==> config.mk <==
export PLATFORM = sky130hd
export DESIGN_NAME = analog_input_pin_select
export DESIGN_NICKNAME = d
export VERILOG_FILES = /design/src/hdl/analog_sel_pkg.sv /design/src/hdl/pin_function_decode.sv /design/src/hdl/analog_input_pin_select.sv
export SDC_FILE = /design/constraint.sdc
export NUM_CORES = 1
export LEC_CHECK = 0
export BUFFER_PORTS_ARGS = -buffer_cell sky130_fd_sc_hd__buf_2
export CELL_PAD_IN_SITES_DETAIL_PLACEMENT = 1
export CELL_PAD_IN_SITES_GLOBAL_PLACEMENT = 1
export CORE_AREA = 8 8 132 134
export CTS_CLUSTER_SIZE = 12
export DETAILED_ROUTE_END_ITERATION = 8
export DIE_AREA = 0 0 140 142
export PLACE_DENSITY_LB_ADDON = 0.1
export SLEW_MARGIN = 20
export SYNTH_ARGS = -nofsm -noshare
export SYNTH_HDL_FRONTEND = slang
export SYNTH_SLANG_ARGS = --single-unit
==> constraint.sdc <==
create_clock -name clk_i -period 1.9 [get_ports clk_i]
set_input_delay 0.095 -clock clk_i [delete_from_list [all_inputs] [get_ports clk_i]]
set_output_delay 0.095 -clock clk_i [all_outputs]
set_load 0.01 [all_outputs]
==> src/hdl/analog_sel_pkg.sv <==
// Package of constants for the analog input pin select block.
// Assumes an 8-bit internal register bus with 16-bit byte addresses and a 25 MHz clock.
package analog_sel_pkg;

  // ----------------------------------------------------------------
  // Register addresses and reset values
  // ----------------------------------------------------------------
  localparam logic [15:0] ADDR_CHANNEL_SELECT = 16'hff0e;
  localparam logic [15:0] ADDR_PORT2_DIRECTION = 16'hff22;
  localparam logic [15:0] ADDR_ANALOG_PIN_CONFIG = 16'hff2e;
  localparam logic [15:0] ADDR_AMPLIFIER_CONTROL = 16'hff60;
  localparam logic [7:0] RST_CHANNEL_SELECT = 8'h00;
  localparam logic [7:0] RST_PORT2_DIRECTION = 8'hff;
  localparam logic [7:0] RST_ANALOG_PIN_CONFIG = 8'h00;
  localparam logic [7:0] RST_AMPLIFIER_CONTROL = 8'h00;
  localparam logic [7:0] AMP_CTRL_MASK = 8'hc3;

  // ----------------------------------------------------------------
  // Field positions
  // ----------------------------------------------------------------
  localparam int INTERNAL_REF_PICK_POS = 7;
  localparam int GAIN_AMP_ROUTE_POS = 6;
  localparam int TRIGGER_SOURCE_HI_POS = 5;
  localparam int TRIGGER_SOURCE_LO_POS = 4;
  localparam int CHANNEL_CODE_B3_POS = 3;
  localparam int CHANNEL_CODE_B0_POS = 0;
  localparam int SINGLE_AMP_ENABLE_POS = 7;
  localparam int GAIN_AMP_ENABLE_POS = 6;
  localparam int SHARED_PIN = 1;
  localparam logic [3:0] CHANNEL_CODE_MAX = 4'h8;
  localparam logic [3:0] CHANNEL_CODE_PORT7 = 4'h8;

  // ----------------------------------------------------------------
  // Pin roles, source kinds and trigger codes
  // ----------------------------------------------------------------
  localparam logic [1:0] ROLE_PLAIN = 2'h0;
  localparam logic [1:0] ROLE_AMP_INPUT = 2'h1;
  localparam logic [1:0] ROLE_SHARED = 2'h2;

  typedef enum logic [1:0] {
    SRC_PIN = 2'h0,
    SRC_PGA = 2'h1,
    SRC_REF = 2'h3,
    SRC_BAD = 2'h2
  } source_kind_t;

  localparam logic [1:0] TRIG_SOFTWARE = 2'h0;
  localparam logic [1:0] TRIG_TIMER_X_ZERO = 2'h1;
  localparam logic [1:0] TRIG_TIMER_X_ONE = 2'h2;
  localparam logic [1:0] TRIG_PROHIBITED = 2'h3;

  // ----------------------------------------------------------------
  // Timing
  // ----------------------------------------------------------------
  localparam int CLK_HZ = 25000000;
  localparam int REF_SETTLE_US = 10;
  localparam int REF_SETTLE_CYCLES = (REF_SETTLE_US * (CLK_HZ / 1000000));
  localparam logic [8:0] REF_SETTLE_COUNT = 9'(REF_SETTLE_CYCLES);

endpackage

==> src/hdl/pin_function_decode.sv <==
// Per-pin function decode for one port 2 pin.
// Assumes registered configuration inputs from the select block; output is purely combinational.
`timescale 1ns/10ps
module pin_function_decode #(
  parameter logic [1:0] ROLE = 2'h0
) (
  input wire logic dir_i,
  input wire logic digital_i,
  input wire logic chan_hit_i,
  input wire logic single_en_i,
  input wire logic gain_en_i,
  input wire logic pga_route_i,
  output logic out_buf_en_o,
  output logic analog_o,
  output logic amp_in_o,
  output logic amp_out_o,
  output logic convert_o,
  output logic bad_o
);

  logic usable;

  // An analog pin is only usable in input mode; output mode would fight the source.
  assign usable = !digital_i && dir_i;
  assign out_buf_en_o = !dir_i;
  assign analog_o = !digital_i;
  assign convert_o = usable && chan_hit_i;

  // Amplifier roles depend on where the pin sits around the amplifier.
  always_comb
  begin
    amp_in_o = 1'b0;
    amp_out_o = 1'b0;
    bad_o = (digital_i && chan_hit_i) || (!digital_i && !dir_i);
    if (ROLE == analog_sel_pkg::ROLE_AMP_INPUT)
    begin
      amp_in_o = usable && single_en_i;
    end
    else if (ROLE == analog_sel_pkg::ROLE_SHARED)
    begin
      amp_in_o = usable && gain_en_i;
      amp_out_o = usable && single_en_i;
      bad_o = bad_o || (digital_i && single_en_i) || (digital_i && gain_en_i && pga_route_i);
    end
  end

endmodule // pin_function_decode

==> src/hdl/analog_input_pin_select.sv <==
// Register file and pin function selection for the analog input path.
// Assumes a byte-wide internal bus whose master holds a write while bus_wait_o is high.
`timescale 1ns/10ps
// Notes on behaviour
// - Channel code picks pins 0..8; others prohibited.
// - Reference pick selects internal 1.2 V reference.
// - Route bit alone selects gain amplifier output.
// - Trigger field picks software, timer zero, one.
// - Channel select write inserts one wait cycle.
// - Channel select resets to zero.
// - Direction resets to ones; bit writes allowed.
// - Direction zero drives output; one is input.
// - Amplifier pins need direction one.
// - Amp inputs: analog, input, enabled; maybe converted.
// - Gain enable makes shared pin gain input.
// - Both enables feed amp output into gain.
// - Enable bits 7, 6; digital shared pin prohibited.
// - Configuration zero analog, one digital.
module analog_input_pin_select (
  input wire logic clk_i,
  input wire logic reset_i,
  input wire logic [15:0] bus_addr_i,
  input wire logic bus_wr_i,
  input wire logic bus_bit_i,
  input wire logic [2:0] bus_bit_idx_i,
  input wire logic [7:0] bus_wdata_i,
  input wire logic bus_rd_i,
  output logic [7:0] bus_rdata_o,
  output logic bus_wait_o,
  input wire logic conv_run_i,
  input wire logic timer_x_zero_i,
  input wire logic timer_x_one_i,
  output analog_sel_pkg::source_kind_t src_kind_o,
  output logic [3:0] src_channel_o,
  output logic [1:0] trigger_sel_o,
  output logic trigger_err_o,
  output logic conv_start_o,
  output logic ref_ready_o,
  output logic [7:0] pin_out_buf_en_o,
  output logic [7:0] pin_analog_o,
  output logic [7:0] pin_amp_in_o,
  output logic pin_amp_out_o,
  output logic [7:0] pin_convert_o,
  output logic port7_convert_o,
  output logic config_err_o
);

  // ----------------------------------------------------------------
  // Register bus
  // ----------------------------------------------------------------
  logic [7:0] chan_sel_q;
  logic [7:0] dir_q;
  logic [7:0] cfg_q;
  logic [7:0] amp_q;
  logic wait_q;
  logic waited_wr;
  logic commit;
  logic [3:0] code;

  // Writes that stall the bus must be held by the master for a second cycle.
  assign waited_wr = bus_wr_i && (bus_addr_i == analog_sel_pkg::ADDR_CHANNEL_SELECT ||
                                  bus_addr_i == analog_sel_pkg::ADDR_ANALOG_PIN_CONFIG);
  assign bus_wait_o = waited_wr && !wait_q;
  assign commit = bus_wr_i && !bus_wait_o;

  always_ff @(posedge clk_i)
  begin
    if (reset_i)
      wait_q <= 1'b0;
    else
      wait_q <= bus_wait_o;
  end

  // Merge a byte write or a single-bit write into the old register value.
  function automatic logic [7:0] merge(input logic [7:0] old);
    logic [7:0] r;
    r = old;
    if (bus_bit_i)
      r[bus_bit_idx_i] = bus_wdata_i[0];
    else
      r = bus_wdata_i;
    return r;
  endfunction

  // Register storage, one process per register.
  always_ff @(posedge clk_i)
  begin
    if (reset_i)
      chan_sel_q <= analog_sel_pkg::RST_CHANNEL_SELECT;
    else if (commit && bus_addr_i == analog_sel_pkg::ADDR_CHANNEL_SELECT)
      chan_sel_q <= merge(chan_sel_q);
  end
  always_ff @(posedge clk_i)
  begin
    if (reset_i)
      dir_q <= analog_sel_pkg::RST_PORT2_DIRECTION;
    else if (commit && bus_addr_i == analog_sel_pkg::ADDR_PORT2_DIRECTION)
      dir_q <= merge(dir_q);
  end
  always_ff @(posedge clk_i)
  begin
    if (reset_i)
      cfg_q <= analog_sel_pkg::RST_ANALOG_PIN_CONFIG;
    else if (commit && bus_addr_i == analog_sel_pkg::ADDR_ANALOG_PIN_CONFIG)
      cfg_q <= merge(cfg_q);
  end

  // Amplifier control bits 5..2 are not stored, so they read back as zero.
  always_ff @(posedge clk_i)
  begin
    if (reset_i)
      amp_q <= analog_sel_pkg::RST_AMPLIFIER_CONTROL;
    else if (commit && bus_addr_i == analog_sel_pkg::ADDR_AMPLIFIER_CONTROL)
      amp_q <= merge(amp_q) & analog_sel_pkg::AMP_CTRL_MASK;
  end

  // Read data is registered; an unmapped address answers zero.
  always_ff @(posedge clk_i)
  begin
    if (reset_i)
      bus_rdata_o <= 8'h00;
    else if (bus_rd_i)
    begin
      unique case (bus_addr_i)
        analog_sel_pkg::ADDR_CHANNEL_SELECT: bus_rdata_o <= chan_sel_q;
        analog_sel_pkg::ADDR_PORT2_DIRECTION: bus_rdata_o <= dir_q;
        analog_sel_pkg::ADDR_ANALOG_PIN_CONFIG: bus_rdata_o <= cfg_q;
        analog_sel_pkg::ADDR_AMPLIFIER_CONTROL: bus_rdata_o <= amp_q;
        default: bus_rdata_o <= 8'h00;
      endcase
    end
  end

  // ----------------------------------------------------------------
  // Converter source and trigger selection
  // ----------------------------------------------------------------
  assign code = chan_sel_q[analog_sel_pkg::CHANNEL_CODE_B3_POS:analog_sel_pkg::CHANNEL_CODE_B0_POS];

  // The reference pick has priority over the route bit and the channel code.
  always_ff @(posedge clk_i)
  begin
    if (reset_i)
    begin
      src_kind_o <= analog_sel_pkg::SRC_PIN;
      src_channel_o <= 4'h0;
    end
    else
    begin
      src_channel_o <= code;
      if (chan_sel_q[analog_sel_pkg::INTERNAL_REF_PICK_POS])
        src_kind_o <= analog_sel_pkg::SRC_REF;
      else if (chan_sel_q[analog_sel_pkg::GAIN_AMP_ROUTE_POS])
        src_kind_o <= analog_sel_pkg::SRC_PGA;
      else if (code <= analog_sel_pkg::CHANNEL_CODE_MAX)
        src_kind_o <= analog_sel_pkg::SRC_PIN;
      else
        src_kind_o <= analog_sel_pkg::SRC_BAD;
    end
  end

  logic [1:0] trig;
  logic run_q;
  assign trig = chan_sel_q[analog_sel_pkg::TRIGGER_SOURCE_HI_POS:analog_sel_pkg::TRIGGER_SOURCE_LO_POS];

  // Software mode starts on the rising edge of the run bit; timer modes follow the timer while running.
  always_ff @(posedge clk_i)
  begin
    if (reset_i)
    begin
      trigger_sel_o <= analog_sel_pkg::TRIG_SOFTWARE;
      trigger_err_o <= 1'b0;
      conv_start_o <= 1'b0;
      run_q <= 1'b0;
    end
    else
    begin
      run_q <= conv_run_i;
      trigger_sel_o <= trig;
      trigger_err_o <= (trig == analog_sel_pkg::TRIG_PROHIBITED);
      unique case (trig)
        analog_sel_pkg::TRIG_SOFTWARE: conv_start_o <= conv_run_i && !run_q;
        analog_sel_pkg::TRIG_TIMER_X_ZERO: conv_start_o <= conv_run_i && timer_x_zero_i;
        analog_sel_pkg::TRIG_TIMER_X_ONE: conv_start_o <= conv_run_i && timer_x_one_i;
        default: conv_start_o <= 1'b0;
      endcase
    end
  end

  // Settling status for the internal reference, so software can poll instead of timing it.
  logic [8:0] settle_q;
  always_ff @(posedge clk_i)
  begin
    if (reset_i || !chan_sel_q[analog_sel_pkg::INTERNAL_REF_PICK_POS])
      settle_q <= 9'h000;
    else if (settle_q != analog_sel_pkg::REF_SETTLE_COUNT)
      settle_q <= settle_q + 9'h001;
  end
  assign ref_ready_o = (settle_q == analog_sel_pkg::REF_SETTLE_COUNT);

  // ----------------------------------------------------------------
  // Pin function decode
  // ----------------------------------------------------------------
  logic single_en;
  logic gain_en;
  logic pin_route;
  logic [7:0] out_en_d;
  logic [7:0] analog_d;
  logic [7:0] amp_in_d;
  logic [7:0] convert_d;
  logic [7:0] bad_d;
  logic [7:0] amp_out_d;

  assign single_en = amp_q[analog_sel_pkg::SINGLE_AMP_ENABLE_POS];
  assign gain_en = amp_q[analog_sel_pkg::GAIN_AMP_ENABLE_POS];
  assign pin_route = !chan_sel_q[analog_sel_pkg::INTERNAL_REF_PICK_POS] &&
                     !chan_sel_q[analog_sel_pkg::GAIN_AMP_ROUTE_POS];

  for (genvar n = 0; n < 8; n++)
  begin : g_pin
    localparam logic [1:0] ROLE = (n == analog_sel_pkg::SHARED_PIN) ? analog_sel_pkg::ROLE_SHARED :
                                  (n == 0 || n == 2) ? analog_sel_pkg::ROLE_AMP_INPUT :
                                  analog_sel_pkg::ROLE_PLAIN;
    pin_function_decode #(.ROLE(ROLE)) u_dec (
      .dir_i(dir_q[n]),
      .digital_i(cfg_q[n]),
      .chan_hit_i(pin_route && code == 4'(n)),
      .single_en_i(single_en),
      .gain_en_i(gain_en),
      .pga_route_i(!chan_sel_q[analog_sel_pkg::INTERNAL_REF_PICK_POS] &&
                   chan_sel_q[analog_sel_pkg::GAIN_AMP_ROUTE_POS]),
      .out_buf_en_o(out_en_d[n]),
      .analog_o(analog_d[n]),
      .amp_in_o(amp_in_d[n]),
      .amp_out_o(amp_out_d[n]),
      .convert_o(convert_d[n]),
      .bad_o(bad_d[n])
    );
  end

  // Pin controls are registered so the analog switches see glitch-free levels.
  always_ff @(posedge clk_i)
  begin
    if (reset_i)
    begin
      pin_out_buf_en_o <= 8'h00;
      pin_analog_o <= 8'h00;
      pin_amp_in_o <= 8'h00;
      pin_amp_out_o <= 1'b0;
      pin_convert_o <= 8'h00;
      port7_convert_o <= 1'b0;
      config_err_o <= 1'b0;
    end
    else
    begin
      pin_out_buf_en_o <= out_en_d;
      pin_analog_o <= analog_d;
      pin_amp_in_o <= amp_in_d;
      pin_amp_out_o <= amp_out_d[analog_sel_pkg::SHARED_PIN];
      pin_convert_o <= convert_d;
      port7_convert_o <= pin_route && code == analog_sel_pkg::CHANNEL_CODE_PORT7;
      config_err_o <= (|bad_d) || (pin_route && code > analog_sel_pkg::CHANNEL_CODE_MAX);
    end
  end

  // ----------------------------------------------------------------
  // Assertions
  // ----------------------------------------------------------------
  a_chansel_reset_zero: assert property (@(posedge clk_i) reset_i |=> chan_sel_q == 8'h00)
    else $error("channel select not zero after reset");
  a_dir_reset_ones: assert property (@(posedge clk_i) reset_i |=> dir_q == 8'hff)
    else $error("direction not all ones after reset");
  a_ref_has_priority: assert property (@(posedge clk_i) disable iff (reset_i)
    chan_sel_q[7] |=> src_kind_o == analog_sel_pkg::SRC_REF)
    else $error("reference pick did not select reference");
  a_pga_route_sel: assert property (@(posedge clk_i) disable iff (reset_i)
    !chan_sel_q[7] && chan_sel_q[6] |=> src_kind_o == analog_sel_pkg::SRC_PGA)
    else $error("route bit did not select gain amplifier");
  a_channel_pin_sel: assert property (@(posedge clk_i) disable iff (reset_i)
    chan_sel_q[7:6] == 2'h0 && chan_sel_q[3:0] <= 4'h8 |=>
    src_kind_o == analog_sel_pkg::SRC_PIN && src_channel_o == $past(chan_sel_q[3:0]))
    else $error("channel code did not select its pin");
  a_trigger_bad_code: assert property (@(posedge clk_i) disable iff (reset_i)
    chan_sel_q[5:4] == 2'h3 |=> trigger_err_o && !conv_start_o)
    else $error("prohibited trigger code not flagged");
  a_wait_one_cycle: assert property (@(posedge clk_i) disable iff (reset_i)
    bus_wr_i && bus_addr_i == 16'hff0e && !wait_q |-> bus_wait_o ##1 (!bus_wait_o && chan_sel_q == $past(chan_sel_q)))
    else $error("channel select write wait is not one cycle");
  a_dir_out_buffer: assert property (@(posedge clk_i) disable iff (reset_i)
    ##1 pin_out_buf_en_o == ~$past(dir_q))
    else $error("output buffer does not follow direction");
  a_shared_digital_amp: assert property (@(posedge clk_i) disable iff (reset_i)
    cfg_q[1] && amp_q[7] |=> config_err_o && !pin_amp_out_o)
    else $error("amplifier on digital shared pin not flagged");
endmodule // analog_input_pin_select

==> results by stage, run 1 <==
Power and ir drop:
- The overall power consumption is 0.00413 W.
- The maximum VDD drop is 0.474 mV.
- For this design the static power due to leakage is 2.23 nW.
- The areal power density over the cells is 839 nW/µm².

Timing:
- The transition at the pin with the smallest max-transition slack is 820 ps.
- Clock skew on the completed layout was measured at 6.90 ps.
- The count of pins over their slew limit is 0.
- The worst max-slew margin expressed relative to the limit is 0.447.
- Based on the critical path, the design can be clocked at up to 557 MHz.
- The worst-case hold slack is 10.6 ps.
- Setup repair after global routing left no endpoint under its margin.
- The final setup violation count is 0.
- The number of hold violations in the final report is 0.
- The worst path needs 1790 ps of the cycle, external delays included.
- Of the available clock period, the critical path in the final layout requires 0.944.

Logic synthesis:
- The post-synthesis cell type count is 51.
- The Yosys step of the flow raised 0 warnings.
- Averaged over all synthesized cells, the footprint is 9.11 µm².
- The sequential cell area fraction in the yosys report is 0.464.
- The async set-or-reset flop fraction in the synthesized netlist is 0.
- In this run, synthesis inferred 0 flip-flops with an integrated enable.
- The leading register cell type out of synthesis is sky130_fd_sc_hd__dfxtp_1.
- The cell area after synthesis is 3750 µm².
- Counting flops and latches in the post-synthesis netlist gives 87.
- The number of instances in the synthesized netlist is 412.

Floorplanning:
- The die is 142 µm tall.
- The floorplan step defined a die boundary enclosing 19900 µm².
- The number of placed I/O pins is 90.
- The initialized floorplan defines 46 standard-cell rows.
- The die extent in x is 140 µm.
- After floorplanning, the core was sized to cover 15400 µm².
- The initial cell density of the core is 0.243.

Global route:
- The global-route wire length before repair is 20600 µm.
- The number of global-route vias before repair is 3642.
- The initial antenna violation count is 0.
- Summed over all layers, the global routing overflow is 0.
- For this run, the total global-route usage over all layers was measured as 0.134.
- Entering global routing, the biggest net connects 38 pins.

Layout:
- The post-synthesis to final-layout area growth is 31.1%.
- The final net count is 556.
- The post-route cell area is 4920 µm².
- Once layout is complete, the cells apart from fillers number 713.
- The proportion of layout cells with a drive suffix above 1 is 0.273.
- For this run, the share of the core covered by cells in the final layout is 0.319.
- The diode insertion count for antenna repair is 0.

Job:
- Max-cap violations in this run came to 0.

Clocking:
- The clock root buffer is sky130_fd_sc_hd__clkbuf_16.
- TritonCTS built the clock tree.
- The TritonCTS buffer count is 9.
- The clock insertion delay at the later pin of the skew report is 350 ps.
- CTS built an H-tree with a depth of 3.
- The buffer depth of the longest clock path is 2.
- After clock tree synthesis, the clock-pin slew on the worst setup and hold paths is 60 ps.
- Counting every sink on the clock net gives 87.
- The number of buffers inserted by post-CTS setup repair is 0.

Drt:
- The average via count per standard cell is 4.73.
- Across all layers, the routed design uses 3374 vias.
- The number of antenna-violating nets in the routed design is 0.
- The number of iterations in the first detailed-routing pass is 5.
- Dividing the detail-routed wire length by the instance count gives 18.0 µm.
- For this run, design rule violations remaining after detail routing come to 0.
- The DRC marker count from the first detailed-route iteration is 177.
- The total length of routed wires is 12800 µm.

Placed design:
- The routability-driven placement congestion ratio is 0.767.
- Summed over all nets, the half-perimeter wirelength after detailed placement is 9810 µm.
- In this run, placement finished with an instance count of 696.
- Port buffering added 84 buffers.
- The placed instance area is 4550 µm².

Status:
- The flow ran to the end, and the final reports show no timing, DRC or antenna violations.

Setup path:
- The number of buffers and inverters on the critical path is 1.
- The worst setup path is captured at a flip-flop.
- The critical path arrival is 2020 ps.
- The critical path's largest stage delay is 500 ps.
- The slowest cell on the critical path is sky130_fd_sc_hd__or4b_4.
- Of all nets on the critical path, the largest fanout is 4.
- At the worst endpoint, the required time is 2130 ps.
- Traced cell by cell, the critical path runs through or4b_4 -> o41ai_4 -> buf_4 -> nand3b_1 -> mux2i_1 -> nor2_1.
- The top cell family by delay on the critical path is simple AND/OR/NAND/NOR gates.
- The worst setup path is launched from a flip-flop.
- The critical setup path kind is reg2reg.

Min path:
- The min-delay analysis places its worst path in the category in2reg.
## registers in the layout, indices dropped and copies added (netlist names), 8 cells and up
name and count:
settle_q 9, bus_rdata_o 8, cfg_q 8, chan_sel_q 8, dir_q 8, pin_analog_o 8
pin_convert_o 8, pin_out_buf_en_o 8
## power by group
group | switching, W | internal [W] | leakage, nW | total [W]
combinational | 0.000134 | 0.0000806 | 1.36 | 0.000215
sequential | 0.00000299 | 0.00184 | 0.705 | 0.00184
clock | 0.000751 | 0.00132 | 0.170 | 0.00208
total | 0.000888 | 0.00324 | 2.23 | 0.00413
## routing by layer
metal	track usage	vias to the layer above	wire length, µm
met3	0.0356	16	592
met2	0.214	74	5780
met4	0.0571	0	236
met1	0.168	1612	6240
met5	0	-	0
li1	-	1672	-
## logic make-up (layout without fill, tap and decap cells)
group           count (synthesis)  after routing  synth area share
compound gates                 66             66             0.125
fa+ha+maj                       5              5            0.0167
flops                          87             87             0.464
mux                            26             26            0.0693
other cells                     1              5          0.000999
buf+inv                        45            150            0.0507
xor+xnor                        6              6            0.0140
simple gates                  176            176             0.259
## what timing repair did
item	CTS	global route
resized for setup	0	2
hold endpoints to repair	1	0
hold buffers	1	0
setup endpoints to repair	0	9
## worst register-to-register path: stages, from the launching register on
cell	delay [ps]
sky130_fd_sc_hd__dfxtp_1	310
sky130_fd_sc_hd__or4b_4	500
sky130_fd_sc_hd__o41ai_4	310
sky130_fd_sc_hd__buf_4	180
sky130_fd_sc_hd__nand3b_1	120
sky130_fd_sc_hd__mux2i_1	190
sky130_fd_sc_hd__nor2_1	60
## layout by cell type (no fill, tap or decap), types with 7 or more instances in the layout
master / Yosys / routed
sky130_fd_sc_hd__buf_4: 5 / 29
sky130_fd_sc_hd__o21ai_0: 12 / 12
sky130_fd_sc_hd__clkbuf_16: 0 / 9
sky130_fd_sc_hd__inv_1: 19 / 19
sky130_fd_sc_hd__nand2_1: 22 / 22
sky130_fd_sc_hd__mux2i_1: 26 / 26
sky130_fd_sc_hd__nor2_1: 63 / 63
sky130_fd_sc_hd__a21oi_1: 13 / 13
sky130_fd_sc_hd__dfxtp_1: 87 / 87
sky130_fd_sc_hd__a22oi_1: 8 / 8
sky130_fd_sc_hd__nand4_1: 16 / 16
sky130_fd_sc_hd__nand3_1: 12 / 12
sky130_fd_sc_hd__and3_1: 7 / 7
sky130_fd_sc_hd__nor2b_1: 12 / 12
sky130_fd_sc_hd__buf_2: 2 / 84
sky130_fd_sc_hd__nor4_1: 7 / 7
## cell type report
type                       count  area, µm²
clock buffer                  11        243
clock inverter                 5        104
fill                        1843      10500
inverter                      19       71.3
multi-input combinational    284       1850
sequential                    87       1740
tap                          192        240
timing repair buffer         115        668
## cell usage after synthesis, types with 3 or more instances
library cell                count  area share
sky130_fd_sc_hd__xor2_1         4      0.0093
sky130_fd_sc_hd__a21o_1         4      0.0080
sky130_fd_sc_hd__a222oi_1       4       0.011
sky130_fd_sc_hd__nand4_1       16       0.027
sky130_fd_sc_hd__clkbuf_1      15       0.015
sky130_fd_sc_hd__buf_4          5       0.010
sky130_fd_sc_hd__nor4_1         7       0.012
sky130_fd_sc_hd__nand2_1       22       0.022
sky130_fd_sc_hd__a31oi_1        4      0.0067
sky130_fd_sc_hd__buf_1          4      0.0040
sky130_fd_sc_hd__nand2b_1       6       0.010
sky130_fd_sc_hd__mux2i_1       26       0.069
sky130_fd_sc_hd__nand3_1       12       0.016
sky130_fd_sc_hd__inv_1         19       0.019
sky130_fd_sc_hd__nor2b_1       12       0.020
sky130_fd_sc_hd__and3_1         7       0.012
sky130_fd_sc_hd__ha_1           5       0.017
sky130_fd_sc_hd__o21ai_0       12       0.016
sky130_fd_sc_hd__a21oi_1       13       0.017
sky130_fd_sc_hd__o22ai_1        3      0.0050
sky130_fd_sc_hd__nor3_1         5      0.0067
sky130_fd_sc_hd__a2bb2oi_1      5       0.012
sky130_fd_sc_hd__nor2_1        63       0.063
sky130_fd_sc_hd__dfxtp_1       87        0.46
sky130_fd_sc_hd__nor3b_1        3      0.0060
sky130_fd_sc_hd__a22oi_1        8       0.016
## through the flow
stage          setup slack (ps)  TNS, ps
5_1_grt                    11.7        0
6_report                    106        0
2_1_floorplan              62.3        0
4_1_cts                    1.17        0
3_3_place_gp              -33.1    -83.6
3_5_place_dp              -93.9     -161
## worst paths after layout
kind	slack, ps	to	depth (start not counted)	from
worst min register to register	460	bus_rdata_o[1]	2	bus_rdata_o[1]
worst max-delay path	110	amp_q[7]	6	wait_q
worst max register to register	110	amp_q[7]	6	wait_q
worst min-delay path	10	run_q	2	conv_run_i
(Power assumes the default switching activity.)
==> inputs of run 2 (changes only) <==
--- a/config.mk
+++ b/config.mk
@@ -6,14 +6,12 @@
 export NUM_CORES = 1
 export LEC_CHECK = 0
 export BUFFER_PORTS_ARGS = -buffer_cell sky130_fd_sc_hd__buf_2
-export CELL_PAD_IN_SITES_DETAIL_PLACEMENT = 1
-export CELL_PAD_IN_SITES_GLOBAL_PLACEMENT = 1
-export CORE_AREA = 8 8 132 134
+export CORE_AREA = 8 8 140 142
 export CTS_CLUSTER_SIZE = 12
 export DETAILED_ROUTE_END_ITERATION = 8
-export DIE_AREA = 0 0 140 142
-export PLACE_DENSITY_LB_ADDON = 0.1
+export DIE_AREA = 0 0 148 150
 export SLEW_MARGIN = 20
 export SYNTH_ARGS = -nofsm -noshare
 export SYNTH_HDL_FRONTEND = slang
+export SYNTH_HIERARCHICAL = 1
 export SYNTH_SLANG_ARGS = --single-unit
==> run 2 against run 1 <==
Die area grew 12%. Sequential power grew 6%. Sequential share of layout area shrank 0.73 points. Total power shrank 8.1%. Global-route usage shrank 2.2 points.
==> results by stage, run 2 <==
Min path:
- The worst min-delay path category was in2reg (unchanged).
- The hold-critical path depth is 2 (unchanged).
- The beginning of the worst hold path is conv_run_i (unchanged).

Setup path:
- The kind of end point of the critical path was a flip-flop (unchanged).
- The critical path arrival is 1970 ps (was 2020 ps).
- The startpoint type of the worst setup path is a flip-flop (unchanged).
- The path depth of the worst reg2reg path was 8 (was 6).
- The first element of the critical path is chan_sel_q[2] (was wait_q).
- The slowest cell on the critical path was sky130_fd_sc_hd__or4_1 (was sky130_fd_sc_hd__or4b_4).
- CP Cell Sequence: nor3_1 -> nand2_1 -> nor2_1 -> inv_1 -> a21oi_1 -> or4_1 -> o21ai_1 -> o41ai_1 (was or4b_4 -> o41ai_4 -> buf_4 -> nand3b_1 -> mux2i_1 -> nor2_1).
- The worst endpoint required time is 2110 ps (was 2130 ps).
- The top cell family by delay on the critical path is simple AND/OR/NAND/NOR gates (unchanged).
- The largest fanout on the critical path is 8 (was 4).
- The critical path's largest stage delay came to 510 ps (was 500 ps).
- The path length in cells of the critical path was 8 (was 6).
- The worst reg2reg path startpoint is chan_sel_q[2] (was wait_q).
- The critical setup path kind is reg2reg (unchanged).
- The count of buffer and inverter cells on the critical path is 1 (unchanged).

Floorplanning:
- The initial cell density of the core is 0.241 (was 0.243).
- The die boundary height was 150 µm (was 142 µm).
- The die extent in x is 148 µm (was 140 µm).
- The die footprint is 22200 µm² (was 19900 µm²).
- The floorplan core area is 17500 µm² (was 15400 µm²).
- The number of placed I/O pins was 90 (unchanged).
- The number of placement rows is 49 (was 46).

Clocking:
- The level count of the clock H-tree was 3 (unchanged).
- The clock tree from TritonCTS is yes (unchanged).
- The register clock-pin slew on the reported worst setup and hold paths was 70 ps (was 60 ps).
- The TritonCTS buffer count is 9 (unchanged).
- The clock root buffer is sky130_fd_sc_hd__clkbuf_16 (unchanged).
- The buffer depth of the longest clock path is 2 (unchanged).
- The total clock sinks is 92 (was 87).
- The number of buffers inserted by post-CTS setup repair came to 0 (unchanged).
- The clock insertion delay at the later pin of the skew report was 340 ps (was 350 ps).

Layout:
- The most common cell after layout, fill and taps aside is sky130_fd_sc_hd__dfxtp_1 (unchanged).
- The post-route cell area came to 5320 µm² (was 4920 µm²).
- Most frequent cells in the layout: sky130_fd_sc_hd__dfxtp_1 (91), sky130_fd_sc_hd__buf_2 (89), sky130_fd_sc_hd__nor2b_1 (55), sky130_fd_sc_hd__buf_4 (31), sky130_fd_sc_hd__nand2_1 (30) (was sky130_fd_sc_hd__dfxtp_1 (87), sky130_fd_sc_hd__buf_2 (84), sky130_fd_sc_hd__nor2_1 (63), sky130_fd_sc_hd__buf_4 (29), sky130_fd_sc_hd__mux2i_1 (26)).
- The number of flip-flops in the largest register is 9 (unchanged).
- The register with the highest flop count was settle_q (unchanged).
- The diode insertion count for antenna repair is 0 (unchanged).
- The proportion of layout cells with a drive suffix above 1 is 0.283 (was 0.273).
- The final net count is 623 (was 556).
- The number of standard cells in the layout, taps in and fillers out is 816 (was 713).
- The post-synthesis to final-layout area growth is 25.8% (was 31.1%).
- The final-layout fill cell count is 1893 (was 1843).

Timing:
- The number of hold violations in the final report is 0 (unchanged).
- Setup repair after global routing missed its margin: no (unchanged).
- The count of pins over their slew limit is 0 (unchanged).
- The final critical-path required period is 1760 ps (was 1790 ps).
- The final setup violation count is 0 (unchanged).
- The final worst clock skew is 10.1 ps (was 6.90 ps).
- The post-route fraction of the period consumed by the critical path is 0.926 (was 0.944).
- The sum of negative setup slack is 0 ps (unchanged).
- The transition at the pin with the smallest max-transition slack came to 668 ps (was 820 ps).
- The worst max-slew margin expressed relative to the limit is 0.555 (was 0.447).
- The setup slack after layout is 140 ps (was 106 ps).
- The upper clock frequency limit is 568 MHz (was 557 MHz).
- The worst-case hold slack was 24.9 ps (was 10.6 ps).

Power and ir drop:
- The leakage power figure came to 2.29 nW (was 2.23 nW).
- The design internal power is 0.00291 W (was 0.00324 W).
- The fraction of power consumed by sequential logic is 0.514 (was 0.445).
- The maximum VDD drop was 0.338 mV (was 0.474 mV).
- The areal power density over the cells is 714 nW/µm² (was 839 nW/µm²).
- The net switching fraction of the power is 0.232 (was 0.215).
- The share of power burned in the clock network is 0.423 (was 0.503).
- The net switching component of the power is 0.000881 W (was 0.000888 W).
- The combinational share of power is 0.063 (was 0.052).

Placed design:
- The placed instance area is 5050 µm² (was 4550 µm²).
- The pre-CTS worst setup slack is 138 ps (was -93.9 ps).
- The number of cells after detailed placement is 801 (was 696).
- The number of input and output port buffers inserted came to 89 (was 84).
- The routability-driven placement congestion ratio is 0.857 (was 0.767).
- The half-perimeter wire length of the detailed placement result is 9850 µm (was 9810 µm).

Drt:
- The length of routed met2 wiring is 5290 µm (was 5780 µm).
- The DRC violations left was 0 (unchanged).
- The wire length on met3 is 825 µm (was 592 µm).
- The average via count per standard cell is 4.54 (was 4.73).
- The routed length per placed instance is 15.3 µm (was 18.0 µm).
- The number of vias after detailed routing is 3703 (was 3374).
- The total length of routed wires is 12500 µm (was 12800 µm).
- The top layer reached by signal wires is met4 (unchanged).
- The met1 routed wirelength after detailed routing is 6140 µm (was 6240 µm).
- The DRC marker count from the first detailed-route iteration is 223 (was 177).
- The number of antenna-violating nets in the routed design is 0 (unchanged).
- The number of iterations in the first detailed-routing pass is 9 (was 5).

Logic synthesis:
- The cell area after synthesis is 4220 µm² (was 3750 µm²).
- The number of instances in the synthesized netlist is 482 (was 412).
- The synthesized area per cell is 8.76 µm² (was 9.11 µm²).
- The number of nets handed over by synthesis was 522.
- The total of warnings raised by yosys was 6 (was 0).

Global route:
- The global-route wire length before repair was 19700 µm (was 20600 µm).
- The number of global-route vias before repair came to 3625 (was 3642).
- The global-route usage over all layers is 0.113 (was 0.134).
- The initial antenna violation count is 0 (unchanged).
- The total overflow reported by the global router is 0 (unchanged).
- The largest net degree at the start of global routing came to 39 (was 38).

Status:
- Outcome: finished, final reports clean (unchanged).

Job:
- The number of max-cap violations is 0 (unchanged).
## run 2: stage by stage
stage | total power (W) | util
2_1_floorplan | 0.00213 | -
3_3_place_gp | 0.00223 | 0.288
3_5_place_dp | 0.00223 | 0.288
4_1_cts | 0.00383 | 0.303
5_1_grt | 0.00394 | 0.303
6_report | 0.00379 | 0.303
## run 2: final timing paths
check / endpoint / slack (ps)
worst max-delay path: config_err_o / 140
worst min-delay path: run_q / 20
worst max register to register: config_err_o / 140
worst min register to register: bus_rdata_o[1] / 450
## run 2: per-layer routing
metal,track usage,vias to the layer above
li1,-,1879
met1,0.156,1673
met2,0.163,136
met3,0.0299,15
met4,0.0423,0
met5,0,-
## run 2: area by class of cell
class                           instances  area (µm²)  share of cell area
Multi-Input combinational cell        326        2120               0.399
Clock buffer                           11         233              0.0438
Inverter                               34         128              0.0240
Sequential cell                        92        1840               0.347
Tap cell                              229         287              0.0539
Clock inverter                          4        27.5             0.00518
Timing Repair Buffer                  120         678               0.128
## run 2: power by group through the flow
stage | Combinational [W] | Clock, W | Sequential, W
floorplan | 0.000127 | 0 | 0.00200
global placement | 0.000236 | 0 | 0.00199
detailed placement | 0.000239 | 0 | 0.00199
CTS | 0.000239 | 0.00164 | 0.00195
global route | 0.000263 | 0.00173 | 0.00195
finish | 0.000239 | 0.00160 | 0.00195
## run 2: what timing repair did
action | in CTS | in global routing
endpoints found under the setup margin | 0 | 1
hold buffers | 0 | 0
resized for setup | 0 | 2
==> inputs of run 3 (changes only) <==
==> constraint.sdc (replaced) <==
create_clock -name clk_i -period 1.9 [get_ports clk_i]
set_input_delay 0.095 -clock clk_i [delete_from_list [all_inputs] [get_ports clk_i]]
set_output_delay 0.095 -clock clk_i [all_outputs]
set_load 0.1 [all_outputs]
==> run 3 against run 2 <==
Register-to-register slack worse by 50 ps. Wire length is 1.8% higher. Global-route usage increased by 0.17 points. Critical path depth decreased by 1. Sequential power about the same. Non-clock buffer count grew 1. Via count grew 1.1%. Largest power group unchanged. Highest routed layer unchanged.
==> results by stage, run 3 (same netlist as run 2, synthesis figures left out) <==
Layout:
- The final net count was 624 (was 623).
- The diode insertion count for antenna repair is 0 (unchanged).
- Most frequent cells in the layout: sky130_fd_sc_hd__dfxtp_1 (89), sky130_fd_sc_hd__buf_2 (87), sky130_fd_sc_hd__nor2b_1 (55), sky130_fd_sc_hd__buf_4 (32), sky130_fd_sc_hd__nand2_1 (29) (was sky130_fd_sc_hd__dfxtp_1 (91), sky130_fd_sc_hd__buf_2 (89), sky130_fd_sc_hd__nor2b_1 (55), sky130_fd_sc_hd__buf_4 (31), sky130_fd_sc_hd__nand2_1 (30)).
- The most common cell after layout, fill and taps aside is sky130_fd_sc_hd__dfxtp_1 (unchanged).
- The post-synthesis to final-layout area growth is 28.3% (was 25.8%).
- The number of flip-flops in the largest register is 9 (unchanged).
- The end-of-flow core utilization was 0.309 (was 0.303).
- The post-route cell area was 5420 µm² (was 5320 µm²).
- The proportion of layout cells with a drive suffix above 1 is 0.299 (was 0.283).
- The register with the highest flop count is settle_q (unchanged).

Drt:
- The DRC marker count from the first detailed-route iteration was 281 (was 223).
- The average via count per standard cell is 4.58 (was 4.54).
- The number of iterations in the first detailed-routing pass is 5 (was 9).
- The routed length per placed instance came to 15.5 µm (was 15.3 µm).
- The number of antenna-violating nets in the routed design was 0 (unchanged).
- The number of vias after detailed routing came to 3745 (was 3703).
- The total length of routed wires is 12700 µm (was 12500 µm).
- The DRC violations left is 0 (unchanged).

Power and ir drop:
- The leakage power figure is 2.32 nW (was 2.29 nW).
- The overall power consumption was 0.00407 W (was 0.00379 W).
- The design internal power was 0.00305 W (was 0.00291 W).
- The fraction of power consumed by sequential logic is 0.479 (was 0.514).
- The net switching component of the power was 0.00102 W (was 0.000881 W).
- The combinational share of power is 0.088 (was 0.063).
- The maximum VDD drop is 0.401 mV (was 0.338 mV).
- The share of power burned in the clock network is 0.432 (was 0.423).
- The net switching fraction of the power came to 0.251 (was 0.232).
- The areal power density over the cells came to 751 nW/µm² (was 714 nW/µm²).

Clocking:
- The buffer depth of the longest clock path is 2 (unchanged).
- The post-cts hold buffer count was 0 (unchanged).
- The total clock sinks is 92 (unchanged).
- The number of buffers inserted by post-CTS setup repair is 0 (unchanged).
- The level count of the clock H-tree is 3 (unchanged).
- The clock insertion delay at the later pin of the skew report is 350 ps (was 340 ps).
- The clock root buffer is sky130_fd_sc_hd__clkbuf_16 (unchanged).
- The clock tree from TritonCTS is yes (unchanged).
- The register clock-pin slew on the reported worst setup and hold paths was 70 ps (about the same).
- The post-cts repair resize count is 0 (unchanged).
- The TritonCTS buffer count came to 9 (unchanged).

Setup path:
- The slowest cell on the critical path is sky130_fd_sc_hd__or4_1 (unchanged).
- The critical path arrival is 2030 ps (was 1970 ps).
- The critical path's largest stage delay was 530 ps (was 510 ps).
- The kind of end point of the critical path is a flip-flop (unchanged).
- CP Cell Sequence: nor2_1 -> nor4b_1 -> a211oi_1 -> a21oi_1 -> or4_1 -> o21ai_0 -> o41ai_1 (was nor3_1 -> nand2_1 -> nor2_1 -> inv_1 -> a21oi_1 -> or4_1 -> o21ai_1 -> o41ai_1).
- The critical setup path kind is reg2reg (unchanged).
- The worst endpoint required time came to 2120 ps (was 2110 ps).
- The count of buffer and inverter cells on the critical path is 0 (was 1).
- The largest fanout on the critical path is 4 (was 8).
- The startpoint type of the worst setup path is a flip-flop (unchanged).
- The top cell family by delay on the critical path is simple AND/OR/NAND/NOR gates (unchanged).

Global route:
- The largest net degree at the start of global routing is 36 (was 39).
- The number of global-route vias before repair is 3593 (was 3625).
- The global-route usage over all layers is 0.114 (was 0.113).
- The initial antenna violation count is 0 (unchanged).
- The layer carrying the most global-route usage was met1 (was met2).
- The global-route track usage on met3 is 0.0230 (was 0.0299).
- The total overflow reported by the global router is 0 (unchanged).
- The met1 layer usage reported by global route is 0.162 (was 0.156).
- The global routing usage on met2 is 0.162 (was 0.163).
- The global-route wire length before repair is 20000 µm (was 19700 µm).

Timing:
- The worst-case hold slack is 25.3 ps (was 24.9 ps).
- Setup repair after global routing missed its margin: no (unchanged).
- The number of hold violations in the final report is 0 (unchanged).
- The final critical-path required period is 1810 ps (was 1760 ps).
- The count of pins over their slew limit came to 0 (unchanged).
- The post-route fraction of the period consumed by the critical path was 0.953 (was 0.926).
- The upper clock frequency limit is 552 MHz (was 568 MHz).
- The worst max-slew margin expressed relative to the limit was 0.597 (was 0.555).
- The transition at the pin with the smallest max-transition slack is 603 ps (was 668 ps).
- The final setup violation count is 0 (unchanged).
- The final worst clock skew is 13.7 ps (was 10.1 ps).

Min path:
- The worst min-delay path category is in2reg (unchanged).

Floorplanning:
- The die boundary height is 150 µm (unchanged).
- The number of placement rows came to 49 (unchanged).
- The die footprint is 22200 µm² (unchanged).
- The number of placed I/O pins is 90 (unchanged).
- The die extent in x is 148 µm (unchanged).
- The initial cell density of the core is 0.241 (unchanged).
- The floorplan core area came to 17500 µm² (unchanged).

Placed design:
- The number of input and output port buffers inserted is 89 (unchanged).
- The placed instance area is 5120 µm² (was 5050 µm²).
- The half-perimeter wire length of the detailed placement result is 10100 µm (was 9850 µm).
- The routability-driven placement congestion ratio was 0.866 (was 0.857).

Job:
- The number of max-cap violations is 0 (unchanged).

Status:
- Outcome: finished, final reports clean (unchanged).
-- run 3: cell count changes in the layout (fill, tap and decap cells not counted), sizes merged --
| cell | before | now |
|---|---|---|
| clkinv | 4 | 5 |
| buf | 120 | 121 |
| bufinv | 0 | 1 |
| clkbuf | 11 | 9 |
-- run 3: worst min-delay path: stages --
cell                       delay (ps)
sky130_fd_sc_hd__buf_2             90
sky130_fd_sc_hd__a221oi_1          60
sky130_fd_sc_hd__nor2_1            90
-- run 3: per-layer routing --
metal  share of wire  up-vias  wire length [µm]
met2            0.42      131              5340
li1                -     1887                 -
met1            0.48     1713              6130
met4           0.019        0               242
met3           0.077       14               973
met5               0        -                 0
-- run 3: power groups by stage --
stage	clock network, W	registers, W	logic, W
after CTS	0.00179	0.00195	0.000358
after detailed placement	0	0.00199	0.000357
after floorplan	0	0.00212	0.000127
after global routing	0.00188	0.00195	0.000380
after global placement	0	0.00199	0.000356
final	0.00176	0.00195	0.000358
-- run 3: final cells by class --
class                           count  area (µm²)
Fill cell                        1894       12100
Multi-Input combinational cell    326        2150
Tap cell                          229         287
Sequential cell                    92        1850
Inverter                           34         128
Timing Repair Buffer              121         716
Clock inverter                      6        66.3
Clock buffer                        9         225
-- run 3: path summary, 6_finish.rpt --
path                  start        endpoint  slack [ps]  depth (start not counted)
min          timer_x_zero_i    conv_start_o          30                          3
max reg2reg   chan_sel_q[6]    config_err_o          90                          7
min reg2reg  bus_rdata_o[6]  bus_rdata_o[6]         460                          2
max           chan_sel_q[6]    config_err_o          90                          7
-- run 3: metrics by stage --
step	TNS (ps)	cells	setup WS (ps)
6_report	0	817	89.3
5_1_grt	0	817	10.9
4_1_cts	0	817	88.5
3_5_place_dp	0	802	117
3_3_place_gp	0	802	141
2_1_floorplan	-570	482	-265
